**src/drm_pkg.sv**
```systemverilog
package drm_pkg;

    // ----------------------------------------
    // Register byte offsets
    // ----------------------------------------
    localparam logic [4:0] ADR_MEM = 5'h00;
    localparam logic [4:0] ADR_IO = 5'h04;
    localparam logic [4:0] ADR_CNT = 5'h08;
    localparam logic [4:0] ADR_CTRL = 5'h0C;
    localparam logic [4:0] ADR_STAT = 5'h10;

    // ----------------------------------------
    // Control register fields
    // ----------------------------------------
    localparam int C_SIZE = 0;
    localparam int C_SIGN = 1;
    localparam int C_RPT = 2;
    localparam int C_DIR = 3;
    localparam int C_SRC = 4;
    localparam int C_A_STEP = 8;
    localparam int C_B_STEP = 9;
    localparam int C_B_SIGN = 10;
    localparam int C_FULL = 16;
    localparam int C_SINGLE = 17;
    localparam int C_CLRSEL = 18;
    localparam int C_BLK = 19;
    localparam int C_IRQEN = 20;
    localparam int C_EN = 21;
    localparam logic [31:0] CTRL_MASK = 32'h003F07FF;
    localparam logic [31:0] CTRL_RST = 32'h00000000;
    localparam logic [23:0] ADDR_RST = 24'h000000;
    localparam logic [15:0] CNT_RST = 16'h0000;

    // ----------------------------------------
    // Activation source codes
    // ----------------------------------------
    localparam logic [3:0] SRC_TMR5 = 4'h5;
    localparam logic [3:0] SRC_ADC = 4'h6;
    localparam logic [3:0] SRC_SER_TX = 4'h7;
    localparam logic [3:0] SRC_SER_RX = 4'h8;
    localparam logic [3:0] SRC_EXT = 4'h9;

    // Upper byte of the short second address
    localparam logic [7:0] IO_UPPER = 8'hFF;

    // ----------------------------------------
    // Engine states and memory request
    // ----------------------------------------
    typedef enum logic [2:0] {
        ST_IDLE = 3'b000,
        ST_READ = 3'b001,
        ST_WRITE = 3'b010,
        ST_SINGLE = 3'b011,
        ST_UPDATE = 3'b100
    } drm_state_t;

    typedef struct packed {
        logic [23:0] addr;
        logic we;
        logic word;
        logic [15:0] wdata;
    } drm_mreq_t;

endpackage

```
**src/drm_sync2.sv**
```systemverilog
`timescale 1ns/1ps
// Two-stage synchroniser for a pin input
module drm_sync2 (
    // Clock and control
    input wire logic clk_i,
    input wire logic rst_i,
    input wire logic ce_i,
    // Level in and out
    input wire logic d_i,
    output logic q_o
);
    logic s1_r;
    logic s2_r;

    // Two flops, first read only by second
    always_ff @(posedge clk_i) begin
        if (rst_i) begin
            s1_r <= 1'b0;
            s2_r <= 1'b0;
        end else if (ce_i) begin
            s1_r <= d_i;
            s2_r <= s1_r;
        end
    end

    assign q_o = s2_r;
endmodule

```
**src/drm_addr_step.sv**
```systemverilog
`timescale 1ns/1ps
// Steps a 24-bit address by 1 or 2, up or down, or holds it
module drm_addr_step (
    // Address in and out
    input wire logic [23:0] addr_i,
    output logic [23:0] addr_o,
    // Step control
    input wire logic en_i,
    input wire logic down_i,
    input wire logic word_i
);
    logic [23:0] inc;

    // Increment of 1 for bytes, 2 for words
    assign inc = word_i ? 24'h000002 : 24'h000001;
    assign addr_o = !en_i ? addr_i : (down_i ? addr_i - inc : addr_i + inc);
endmodule

```
**src/drm_engine.sv**
```systemverilog
// The Wishbone interface to the registers and the address map were chosen for this implementation.
`timescale 1ns/1ps
module drm_engine (
    // Clock, reset, enable
    input wire logic clk_i,
    input wire logic rst_i,
    input wire logic ce_i,
    // Wishbone slave
    input wire logic wb_cyc_i,
    input wire logic wb_stb_i,
    input wire logic wb_we_i,
    input wire logic [4:0] wb_adr_i,
    input wire logic [3:0] wb_sel_i,
    input wire logic [31:0] wb_dat_i,
    output logic [31:0] wb_dat_o,
    output logic wb_ack_o,
    // Activation sources
    input wire logic [5:0] timer_match_i,
    input wire logic adc_end_i,
    input wire logic ser_tx_end_i,
    input wire logic ser_rx_end_i,
    input wire logic ext_req_i,
    // Memory bus master
    output logic mbus_req_o,
    output drm_pkg::drm_mreq_t mbus_o,
    input wire logic mbus_ack_i,
    input wire logic [15:0] mbus_rdata_i,
    // Strobes and events
    output logic xfer_ack_strobe_n_o,
    output logic end_irq_o,
    output logic src_clear_o
);
    // ----------------------------------------
    // State
    // ----------------------------------------
    drm_pkg::drm_state_t state_r, state_nxt;
    drm_pkg::drm_mreq_t mreq_r, mreq_nxt;
    logic [23:0] mem_r, mem_nxt, io_r, io_nxt;
    logic [15:0] cnt_r, cnt_nxt, data_r, data_nxt;
    logic [31:0] ctrl_r, ctrl_nxt, dat_r, dat_nxt;
    logic pend_r, pend_nxt, mv_r, mv_nxt, stb_n_r, stb_n_nxt;
    logic irq_r, irq_nxt, clr_r, clr_nxt, ack_r, ack_nxt;
    logic ext_s, req_sel, wb_wr;
    logic en, normal, short_m, rpt_mode, idle_mode, single, word, dir, ok;
    logic [23:0] sec_addr, src_addr, dst_addr, a_step, b_step, span;
    logic [8:0] hold9;
    logic [15:0] cnt_dec;
    logic [7:0] run_dec;

    // External request pin synchroniser
    drm_sync2 u_ext_sync (
        .clk_i(clk_i),
        .rst_i(rst_i),
        .ce_i(ce_i),
        .d_i(ext_req_i),
        .q_o(ext_s)
    );

    // ----------------------------------------
    // Mode decode
    // ----------------------------------------
    assign en = ctrl_r[drm_pkg::C_EN];
    assign word = ctrl_r[drm_pkg::C_SIZE];
    assign dir = ctrl_r[drm_pkg::C_DIR];
    assign normal = ctrl_r[drm_pkg::C_FULL] & ~ctrl_r[drm_pkg::C_BLK];
    assign short_m = ~ctrl_r[drm_pkg::C_FULL];
    assign ok = normal | short_m;
    assign rpt_mode = short_m & ctrl_r[drm_pkg::C_RPT]
                      & ~ctrl_r[drm_pkg::C_IRQEN];
    assign idle_mode = short_m & ctrl_r[drm_pkg::C_RPT]
                       & ctrl_r[drm_pkg::C_IRQEN];
    // single address only in short mode
    assign single = short_m & ctrl_r[drm_pkg::C_SINGLE];
    assign wb_wr = wb_cyc_i & wb_stb_i & wb_we_i & ack_r;

    assign sec_addr = short_m ? {drm_pkg::IO_UPPER, io_r[15:0]} : io_r;
    assign src_addr = (short_m & dir) ? sec_addr : mem_r;
    assign dst_addr = normal ? io_r : (dir ? mem_r : sec_addr);

    // ----------------------------------------
    // Address steppers
    // ----------------------------------------
    // step by size and sign
    drm_addr_step u_step_a (
        .addr_i(mem_r),
        .addr_o(a_step),
        .en_i(normal ? ctrl_r[drm_pkg::C_A_STEP] : ~idle_mode),
        .down_i(ctrl_r[drm_pkg::C_SIGN]),
        .word_i(word)
    );
    drm_addr_step u_step_b (
        .addr_i(io_r),
        .addr_o(b_step),
        .en_i(ctrl_r[drm_pkg::C_B_STEP]),
        .down_i(ctrl_r[drm_pkg::C_B_SIGN]),
        .word_i(word)
    );

    // hold of zero counts as 256
    assign hold9 = {cnt_r[15:8] == 8'h00, cnt_r[15:8]};
    assign span = word ? {14'h0000, hold9, 1'b0} : {15'h0000, hold9};
    assign cnt_dec = cnt_r - 16'h0001;
    assign run_dec = cnt_r[7:0] - 8'h01;

    always_comb begin
        case (ctrl_r[drm_pkg::C_SRC +: 4])
            drm_pkg::SRC_ADC: req_sel = adc_end_i;
            drm_pkg::SRC_SER_TX: req_sel = ser_tx_end_i;
            drm_pkg::SRC_SER_RX: req_sel = ser_rx_end_i;
            drm_pkg::SRC_EXT: req_sel = ext_s;
            default: begin
                if (ctrl_r[drm_pkg::C_SRC +: 4] <= drm_pkg::SRC_TMR5) begin
                    req_sel = timer_match_i[ctrl_r[drm_pkg::C_SRC +: 3]];
                end else begin
                    req_sel = 1'b0;
                end
            end
        endcase
    end

    // Byte-lane merge for bus writes
    function automatic logic [31:0] merge(input logic [31:0] old,
                                          input logic [31:0] nw,
                                          input logic [3:0] sel);
        logic [31:0] res;
        res = old;
        for (int i = 0; i < 4; i++) begin
            if (sel[i]) begin
                res[i*8 +: 8] = nw[i*8 +: 8];
            end
        end
        return res;
    endfunction

    // ----------------------------------------
    // Next-state logic
    // ----------------------------------------
    always_comb begin
        state_nxt = state_r;
        mreq_nxt = mreq_r;
        mem_nxt = mem_r;
        io_nxt = io_r;
        cnt_nxt = cnt_r;
        data_nxt = data_r;
        ctrl_nxt = ctrl_r;
        mv_nxt = mv_r;
        stb_n_nxt = stb_n_r;
        irq_nxt = 1'b0;
        clr_nxt = 1'b0;
        dat_nxt = dat_r;
        ack_nxt = wb_cyc_i & wb_stb_i & ~ack_r;
        // latch one request, set wins over clear
        pend_nxt = en & (req_sel | (pend_r & (state_r != drm_pkg::ST_UPDATE)));
        case (state_r)
            drm_pkg::ST_IDLE: begin
                if (en & pend_r & ok) begin
                    mv_nxt = 1'b1;
                    mreq_nxt.word = word;
                    mreq_nxt.wdata = 16'h0000;
                    if (single) begin
                        mreq_nxt.addr = mem_r;
                        mreq_nxt.we = dir;
                        stb_n_nxt = 1'b0;
                        state_nxt = drm_pkg::ST_SINGLE;
                    end else begin
                        mreq_nxt.addr = src_addr;
                        mreq_nxt.we = 1'b0;
                        state_nxt = drm_pkg::ST_READ;
                    end
                end
            end
            drm_pkg::ST_READ: begin
                if (mbus_ack_i) begin
                    data_nxt = mbus_rdata_i;
                    mreq_nxt.addr = dst_addr;
                    mreq_nxt.we = 1'b1;
                    mreq_nxt.wdata = mbus_rdata_i;
                    state_nxt = drm_pkg::ST_WRITE;
                end
            end
            drm_pkg::ST_WRITE, drm_pkg::ST_SINGLE: begin
                if (mbus_ack_i) begin
                    mv_nxt = 1'b0;
                    stb_n_nxt = 1'b1;
                    state_nxt = drm_pkg::ST_UPDATE;
                end
            end
            drm_pkg::ST_UPDATE: begin
                state_nxt = drm_pkg::ST_IDLE;
                clr_nxt = ctrl_r[drm_pkg::C_CLRSEL];
                if (normal) begin
                    mem_nxt = a_step;
                    io_nxt = b_step;
                    cnt_nxt = cnt_dec;
                end else if (rpt_mode) begin
                    cnt_nxt[7:0] = run_dec;
                    mem_nxt = a_step;
                    if (run_dec == 8'h00) begin
                        cnt_nxt[7:0] = cnt_r[15:8];
                        mem_nxt = ctrl_r[drm_pkg::C_SIGN] ? a_step + span
                                                          : a_step - span;
                    end
                end else begin
                    mem_nxt = a_step;
                    cnt_nxt = cnt_dec;
                end
                if (!rpt_mode && cnt_dec == 16'h0000) begin
                    ctrl_nxt[drm_pkg::C_EN] = 1'b0;
                    irq_nxt = ctrl_r[drm_pkg::C_IRQEN];
                end
            end
            default: state_nxt = drm_pkg::ST_IDLE;
        endcase
        // Register reads
        if (wb_cyc_i & wb_stb_i & ~ack_r) begin
            case (wb_adr_i)
                drm_pkg::ADR_MEM: dat_nxt = {8'h00, mem_r};
                drm_pkg::ADR_IO: dat_nxt = {8'h00, io_r};
                drm_pkg::ADR_CNT: dat_nxt = {16'h0000, cnt_r};
                drm_pkg::ADR_CTRL: dat_nxt = ctrl_r;
                drm_pkg::ADR_STAT: dat_nxt = {25'h0000000, normal, rpt_mode,
                                              idle_mode, pend_r, state_r};
                default: dat_nxt = 32'h00000000;
            endcase
        end
        if (wb_wr) begin
            case (wb_adr_i)
                drm_pkg::ADR_MEM: mem_nxt = 24'(merge({8'h00, mem_r},
                                                      wb_dat_i, wb_sel_i));
                drm_pkg::ADR_IO: io_nxt = 24'(merge({8'h00, io_r}, wb_dat_i,
                                                    wb_sel_i));
                drm_pkg::ADR_CNT: cnt_nxt = 16'(merge({16'h0000, cnt_r},
                                                      wb_dat_i, wb_sel_i));
                drm_pkg::ADR_CTRL: ctrl_nxt = merge(ctrl_r, wb_dat_i, wb_sel_i)
                                              & drm_pkg::CTRL_MASK;
                default: ;
            endcase
        end
    end

    // Registers, frozen while ce_i is low
    always_ff @(posedge clk_i) begin
        if (rst_i) begin
            state_r <= drm_pkg::ST_IDLE;
            mreq_r <= '0;
            mem_r <= drm_pkg::ADDR_RST;
            io_r <= drm_pkg::ADDR_RST;
            cnt_r <= drm_pkg::CNT_RST;
            data_r <= 16'h0000;
            ctrl_r <= drm_pkg::CTRL_RST;
            pend_r <= 1'b0;
            mv_r <= 1'b0;
            stb_n_r <= 1'b1;
            irq_r <= 1'b0;
            clr_r <= 1'b0;
            ack_r <= 1'b0;
            dat_r <= 32'h00000000;
        end else if (ce_i) begin
            state_r <= state_nxt;
            mreq_r <= mreq_nxt;
            mem_r <= mem_nxt;
            io_r <= io_nxt;
            cnt_r <= cnt_nxt;
            data_r <= data_nxt;
            ctrl_r <= ctrl_nxt;
            pend_r <= pend_nxt;
            mv_r <= mv_nxt;
            stb_n_r <= stb_n_nxt;
            irq_r <= irq_nxt;
            clr_r <= clr_nxt;
            ack_r <= ack_nxt;
            dat_r <= dat_nxt;
        end
    end

    // Outputs straight from flops
    assign wb_dat_o = dat_r;
    assign wb_ack_o = ack_r;
    assign mbus_req_o = mv_r;
    assign mbus_o = mreq_r;
    assign xfer_ack_strobe_n_o = stb_n_r;
    assign end_irq_o = irq_r;
    assign src_clear_o = clr_r;
endmodule

```
**config.mk**
```make
export PLATFORM = sky130hd
export DESIGN_NAME = drm_engine
export DESIGN_NICKNAME = d
export VERILOG_FILES = /design/src/drm_pkg.sv /design/src/drm_sync2.sv /design/src/drm_addr_step.sv /design/src/drm_engine.sv
export SDC_FILE = /design/constraint.sdc
export NUM_CORES = 1
export LEC_CHECK = 0
export BUFFER_PORTS_ARGS = -buffer_cell sky130_fd_sc_hd__buf_2
export CORE_ASPECT_RATIO = 1.75
export CORE_MARGIN = 3
export CORE_UTILIZATION = 60
export CTS_CLUSTER_DIAMETER = 30
export DETAILED_ROUTE_END_ITERATION = 10
export PLACE_DENSITY = 0.82
export SYNTH_ARGS = -nofsm -noshare
export SYNTH_HDL_FRONTEND = slang
export SYNTH_SLANG_ARGS = --single-unit
```
**constraint.sdc**
```tcl
create_clock -name clk_i -period 8.5 [get_ports clk_i]
set_clock_uncertainty 0.15 [all_clocks]
set_input_delay 0.425 -clock clk_i [delete_from_list [all_inputs] [get_ports clk_i]]
set_output_delay 0.425 -clock clk_i [all_outputs]
set_load 0.01 [all_outputs]
```
==> results of run 1 <==
==> cell type report <==
class / count / area, µm²
clock buffers: 18 / 439
clock inverters: 14 / 159
fillers: 1804 / 6650
inverters: 46 / 173
multi-input cells: 1392 / 8760
flip-flops and latches: 158 / 3160
well taps: 248 / 310
repair buffers: 152 / 806
==> cell usage after synthesis, drive strengths merged, types with 4 or more instances <==
master	n	area, µm²
nor4b	4	41.3
mux2i	40	400
a22oi	29	223
a41oi	4	35.0
clkbuf	91	342
a311oi	11	96.3
a211oi	28	210
nor2b	18	113
nor4	5	43.8
nand2	213	800
nand2b	20	125
o211ai	11	82.6
o221ai	17	149
nand3b	15	113
xnor2	31	272
nand4	9	56.3
xor2	18	158
buf	30	185
or3	12	75.1
nand3	68	340
o31ai	10	75.1
a2111oi	4	41.3
inv	45	169
and2	12	75.1
o21ai	123	619
nor3b	13	103
a21oi	164	832
a221oi	42	380
a21boi	15	113
dfxtp	158	3160
a31oi	22	138
ha	72	901
and3	20	125
nor2	169	642
o21a	13	97.6
mux4	6	135
a21o	31	233
o21bai	8	60.1
o22ai	19	119
nor3	41	216
==> worst min path at each step <==
stage / start / endpoint
after detailed placement: mbus_o[3] / mbus_o[3]
after floorplan: ctrl_r[18] / src_clear_o
after global placement: mbus_o[14] / mbus_o[14]
after CTS: mbus_rdata_i[8] / mbus_o[8]
final: ext_req_i / u_ext_sync.s1_r
after global routing: wb_dat_i[6] / ctrl_r[6]
==> metrics by stage <==
step | power [mW] | instances | setup WS, ns | utilization (%)
floorplan | 0.883 | 1717 | 3.15 | -
finish | 1.72 | 2028 | 2.07 | 67.5
detailed placement | 0.938 | 1996 | 2.26 | 64.6
global placement | 0.935 | 1996 | 2.42 | 64.6
global route | 1.76 | 2028 | 1.69 | 67.5
CTS | 1.71 | 2028 | 2.24 | 67.5
==> registers in the layout (all words and copies together) (netlist names) <==
| register | cells |
|---|---|
| io_r | 24 |
| end_irq_o | 1 |
| u_ext_sync.q_o | 1 |
| pend_r | 1 |
| ctrl_r | 17 |
| mbus_req_o | 1 |
| mem_r | 24 |
| xfer_ack_strobe_n_o | 1 |
| mbus_o | 42 |
| wb_dat_o | 24 |
| cnt_r | 16 |
| wb_ack_o | 1 |
| u_ext_sync.s1_r | 1 |
| state_r | 3 |
| src_clear_o | 1 |
==> cells in the final DEF, fill, tap and decap left out, types with 13 or more instances in the layout <==
master,n
o221ai_1,17
buf_4,18
xor2_1,18
o22ai_1,19
o21ai_0,115
ha_1,72
nand2b_1,20
xnor2_1,31
nor2_1,168
clkbuf_16,17
a31oi_1,22
o21a_1,13
a211oi_1,28
a21o_1,31
a21boi_0,14
nor2b_1,18
inv_1,45
mux2i_1,40
nand3_1,67
buf_2,134
nor3_1,40
dfxtp_1,158
a21oi_1,161
a22oi_1,28
nand3b_1,15
nand2_1,213
a221oi_1,40
and3_1,20
==> power by group through the flow <==
stage                     Clock (mW)  Sequential, mW  Combinational [mW]
final                          0.788           0.760               0.167
after global routing           0.815           0.761               0.181
after CTS                      0.788           0.760               0.163
after detailed placement           0           0.776               0.162
after global placement             0           0.776               0.159
after floorplan                    0           0.772               0.112
==> layer usage <==
metal | routed length (µm) | up-vias | global-route usage [%]
li1 | - | 6396 | -
met1 | 15500 | 6323 | 42.2
met2 | 20600 | 724 | 61.5
met3 | 3380 | 183 | 4.87
met4 | 3160 | 0 | 25.9
met5 | 0 | - | 0
==> critical path: stages (launching register included) <==
cell and delay (ns):
dfxtp_1 0.86, clkinv_1 0.61, nand2_1 0.26, inv_1 0.06, ha_1 0.26, nor2b_1 0.13
o21ai_1 0.15, a21boi_0 0.18, o31ai_1 0.67, a21boi_0 0.23, xnor2_1 0.26, a21oi_1 0.11
ha_1 0.40, inv_1 0.07, nor2_1 0.16, and3_1 0.25, nand4_1 0.19, a41oi_1 0.51
o21ai_0 0.19, a21oi_2 0.23, mux2i_1 0.10, o221a_1 0.26
==> logic make-up after synthesis <==
kind of cell / share of synthesized area (%)
other: 0.0298
AO/OA/AOI/OAI: 30.1
XOR/XNOR: 3.41
buffers and inverters: 5.57
adder cells (fa/ha/maj): 7.65
flip-flops: 25.2
AND/OR/NAND/NOR: 23.6
multiplexers: 4.44
==> flow_summary.toml, run 1 <==
[clocking]
root_buffer = "clkbuf_16"
cts.clk_slew.worst_paths_ns = 0.07
cts_buffer_depth = 2
cts_tree = "yes"
cts-hold-fix-buffers = 0
insertion_delay_ns = 0.44
cts_buffers = 17
cts_resized = 0
cts_max_level = 4
cts_num_sinks = 158
cts_setup_buffers = 0

[logic_synthesis]
synth_edf_count = 0
syn_area_um2 = 12600
yosysWarningCount = 0
syn_area_per_cell_um2 = 7.35
yosysUniqueCellTypes = 87
synth_cells = 1710
synth_ff_type = "dfxtp_1"
yosysSeqAreaShare_pct = 25.2
synth_seq_cells = 158
ys_async_sr_fraction_pct = 0

[floorplanning]
die_w_um = 115
ios = 153
rows = 69
core-area_um2 = 20500
die-height_um = 197
start_util_pct = 61.4
die-area_um2 = 22800

[worst_setup_path]
start_kind = "flop"
r2r-start = "ctrl_r[0]"
crit_end = "mem_r[23]"
reg2reg_slack_ns = 2.07
startpoint = "ctrl_r[0]"
required_ns = 8.68
end_kind = "flop"
cp_max_fo = 21
reg2reg_to = "mem_r[23]"
reg2reg_depth = 21
arrival_ns = 6.61
worstSetupPathType = "reg -> reg"

[detailed_routing]
dr.pass1.iters = 8
num_vias = 13626
viasPerCell = 6.72
drt-total-wl_um = 42600
drc = 0
ant_nets = 0
avgRoutedWirePerCell_um = 21.0
drtIter0Drc = 1314

[timing]
hold_ws_ns = 0.0875
max_freq_mhz = 155
finalMaxSlewViolations = 0
setup_viol = 0
worst_pin_slew_ns = 1.27
slew-limit-headroom_pct = 15.5
finalSetupTns_ns = 0
rsz0062_at_grt = "false"
period_needed_ns = 6.43
hold_viol = 0
period_share_pct = 75.7

[layout]
synthToLayoutAreaGrowth_pct = 9.87
diodes = 0
fin_area_um2 = 13800
nets = 1916
drive_above_1_share_pct = 12.2

[global_route]
antenna_found_initial = 0
grt_first_pass_wirelength_um = 66300
grt_max_degree = 87
grt_pass1_vias = 12864
globalRouteTotalUtil_pct = 36.6
grt_overflow_total = 0

[power_and_ir_drop]
clockPowerShare_pct = 45.9
share_comb_of_total_power_pct = 9.7
p_int_mw = 1.25
power_switching_mw = 0.469
ir_drop_uv = 149
sw_frac_of_total_pct = 27.3
power.density_nw_per_um2 = 124
p_leak_nw = 5.64
p_seq_share_pct = 44.3

[place]
dpl.hpwl_um = 32000
dpl_cell_area_um2 = 13200
portBuffers = 135
gp_congestion = 0.997

[status]
status = "finished, final reports clean"

[worst_hold_path]
min_path_type = "in -> reg"
hold_depth = 3

[job]
cap_viol_max_count = 0
Power figures use the tool's default switching activity.
==> inputs of run 2 (changes only) <==
- ABC_AREA: default -> 1
- CORE_UTILIZATION: 60 -> 55
- PLACE_DENSITY: 0.82 -> 0.78
- clock period: 8.5 -> 5.5 ns (I/O delays scaled with it)
==> run 2 against run 1 <==
Against the previous run: sequential share of layout area down 2.8 points; core utilization fell by 4.2 points; worst setup slack lost 1.3 ns; register-to-register slack got worse by 1.3 ns; fmax increased by 36%; combinational power is 28% higher; final area is 14% higher; synthesized cell count grew 38%; sequential cell count unchanged; cell count increased by 38%; sequential power up 53%; count of clock-buffer cells in the layout down 1.
==> flow_summary.toml, run 2 <==
[status]
status = "finished, final reports clean"

[power_and_ir_drop]
sw_frac_of_total_pct = 28.2
share_comb_of_total_power_pct = 8.3
p_int_mw = 1.87
power.density_nw_per_um2 = 165
power_switching_mw = 0.732
p_seq_share_pct = 44.7
p_leak_nw = 7.55
ir_drop_uv = 297
power.total_mw = 2.60
clockPowerShare_pct = 47.1

[worst_setup_path]
worstSetupPathType = "reg -> reg"
required_ns = 5.72
start_kind = "flop"
end_kind = "flop"
arrival_ns = 4.95
cp_max_fo = 21

[timing]
finalSetupTns_ns = 0
fin_ws_ns = 0.770
hold_ws_ns = 0.00553
slew-limit-headroom_pct = 21.0
period_share_pct = 86.0
worst_pin_slew_ns = 1.17
hold_viol = 0
finalMaxSlewViolations = 0
setup_viol = 0
period_needed_ns = 4.73
max_freq_mhz = 211
rsz0062_at_grt = "false"

[detailed_routing]
ant_nets = 0
drt-total-wl_um = 60500
viasPerCell = 6.16
avgRoutedWirePerCell_um = 21.6
drc = 0
dr.pass1.iters = 6
drtIter0Drc = 1956
num_vias = 17269

[clocking]
cts.clk_slew.worst_paths_ns = 0.07
cts_tree = "yes"
cts_max_level = 4
root_buffer = "clkbuf_16"
cts_num_sinks = 158
cts_buffer_depth = 2
cts_buffers = 17
insertion_delay_ns = 0.45

[logic_synthesis]
synth_xor_area_share_pct = 2.32
synth.mux.area_fraction_pct = 0
yosysUniqueCellTypes = 55
synth_edf_count = 0
yosys-top-cells-count = "690 x nand2_1, 280 x inv_1, 261 x a21oi_1"
synth-simple-area-share_pct = 33.2
yosysSeqAreaShare_pct = 22.6
synth_cells = 2358
synth_compound_area_share_pct = 24.1
synth_top_family_by_area = "simple AND/OR/NAND/NOR gates"
synth_most_common_cell = "nand2_1"
synth_top_area_share_pct = 22.6
yosys-top-cells-area = "dfxtp_1 23%, nand2_1 19%, a21oi_1 9.3%, inv_1 7.5%, o21ai_0 6.5%"
synth_ff_type = "dfxtp_1"
yosysTopAreaCell = "dfxtp_1"
syn_area_um2 = 14000
synth_seq_cells = 158
syn_area_per_cell_um2 = 5.93
yosysWarningCount = 0
ys_async_sr_fraction_pct = 0
synth_fa_ha_area_share_pct = 6.88

[worst_hold_path]
min_path_type = "in -> reg"

[floorplanning]
die_w_um = 126
core-area_um2 = 24800
rows = 76
ios = 153
start_util_pct = 56.3
die-area_um2 = 27400
die-height_um = 217

[global_route]
antenna_found_initial = 4
grt_pass1_vias = 16661
grt_first_pass_wirelength_um = 91600
grt_overflow_total = 0
grt_max_degree = 67
globalRouteTotalUtil_pct = 43.0

[layout]
fin_area_um2 = 15700
largest_register_ffs = 42
nets = 2626
layout_common_cells = "690 x nand2_1, 280 x inv_1, 261 x a21oi_1, 182 x o21ai_0, 163 x nor2_1"
final_cells = 2804
synthToLayoutAreaGrowth_pct = 12.4
layout_commonest_cell = "nand2_1"
postLayoutCoreUtil_pct = 63.3
drive_above_1_share_pct = 9.72
fillers = 2432

[place]
dpl.hpwl_um = 46600
portBuffers = 135
dpl_cell_area_um2 = 14900
dp.cells = 2749
post-place-ws_ns = 0.919
gp_congestion = 1.05

[job]
cap_viol_max_count = 0
[run 2: changes by cell type after synthesis, sizes merged, moves of 27 or more]
cell	before	now
a22oi	29	0
nand4	9	37
a21o	31	2
mux2i	40	0
a211oi	28	1
o211ai	11	50
inv	45	285
nand3	68	147
a21oi	164	263
nand2	213	694
o21ai	123	205
a221oi	42	2
clkbuf	91	55
[run 2: power by group through the flow]
stage / clock network (mW) / registers [mW] / logic [mW]
3_5_place_dp: 0 / 1.19 / 0.192
5_1_grt: 1.26 / 1.16 / 0.227
2_1_floorplan: 0 / 1.19 / 0.110
6_report: 1.22 / 1.16 / 0.214
4_1_cts: 1.22 / 1.16 / 0.205
3_3_place_gp: 0 / 1.19 / 0.191
[run 2: worst max-delay path, cell delays in order (launching register included)]
cell and delay (ns):
dfxtp_1 0.42, buf_4 0.33, ha_1 0.37, nand2_1 0.14, nand2_1 0.08, a21oi_1 0.12, nand2_1 0.16, o21ai_0 0.51
o21ai_0 0.37, inv_1 0.13, ha_1 0.30, nand2_1 0.14, inv_1 0.05, a21oi_1 0.20, nor2_1 0.06, o21ai_0 0.21
nand3_1 0.10, nand2_1 0.07, nand2_1 0.13, a21oi_1 0.17, nand2_1 0.17, nand2_1 0.10, nand2_1 0.05, a21oi_1 0.13
[run 2: logic make-up (layout without fill, tap and decap cells)]
kind of cell             Yosys count  after routing
buffers and inverters            383            508
AND/OR/NAND/NOR                 1098           1098
AO/OA/AOI/OAI                    606            606
flip-flops                       158            158
other                              1             10
adder cells (fa/ha/maj)           75             75
XOR/XNOR                          37             37
[run 2: per-layer routing]
metal  share of wire, %  up-vias  routed length, µm  GRT usage (%)
li1                   -     8094                  -              -
met1                 31     7748              19000           42.7
met2                 49     1046              29500           74.8
met3                8.8      377               5300           8.47
met4                 11        4               6600           37.7
met5              0.035        -                 21              0
[run 2: layout make-up]
type                    instances  area, µm²  area share [%]
clock inverters                15        169            1.08
well taps                     312        390            2.49
clock buffers                  17        425            2.71
flip-flops and latches        158       3160            20.1
repair buffers                186       1110            7.09
inverters                     290       1090            6.93
diodes                          2       5.00          0.0319
multi-input cells            1824       9350            59.5
[run 2: path summary, 6_finish.rpt]
kind | to | depth (start not counted) | startpoint | slack (ns)
max | mem_r[19] | 23 | ctrl_r[1] | 0.77
min | ctrl_r[16] | 3 | wb_dat_i[16] | 0.006
max reg2reg | mem_r[19] | 23 | ctrl_r[1] | 0.77
min reg2reg | u_ext_sync.q_o | 2 | u_ext_sync.q_o | 0.30
[run 2: repair_timing]
item / 4_1_cts / 5_1_grt
hold endpoints to repair: 21 / 0
gates resized for setup: 0 / 0
setup buffers: 0 / 0
hold buffers: 21 / 0
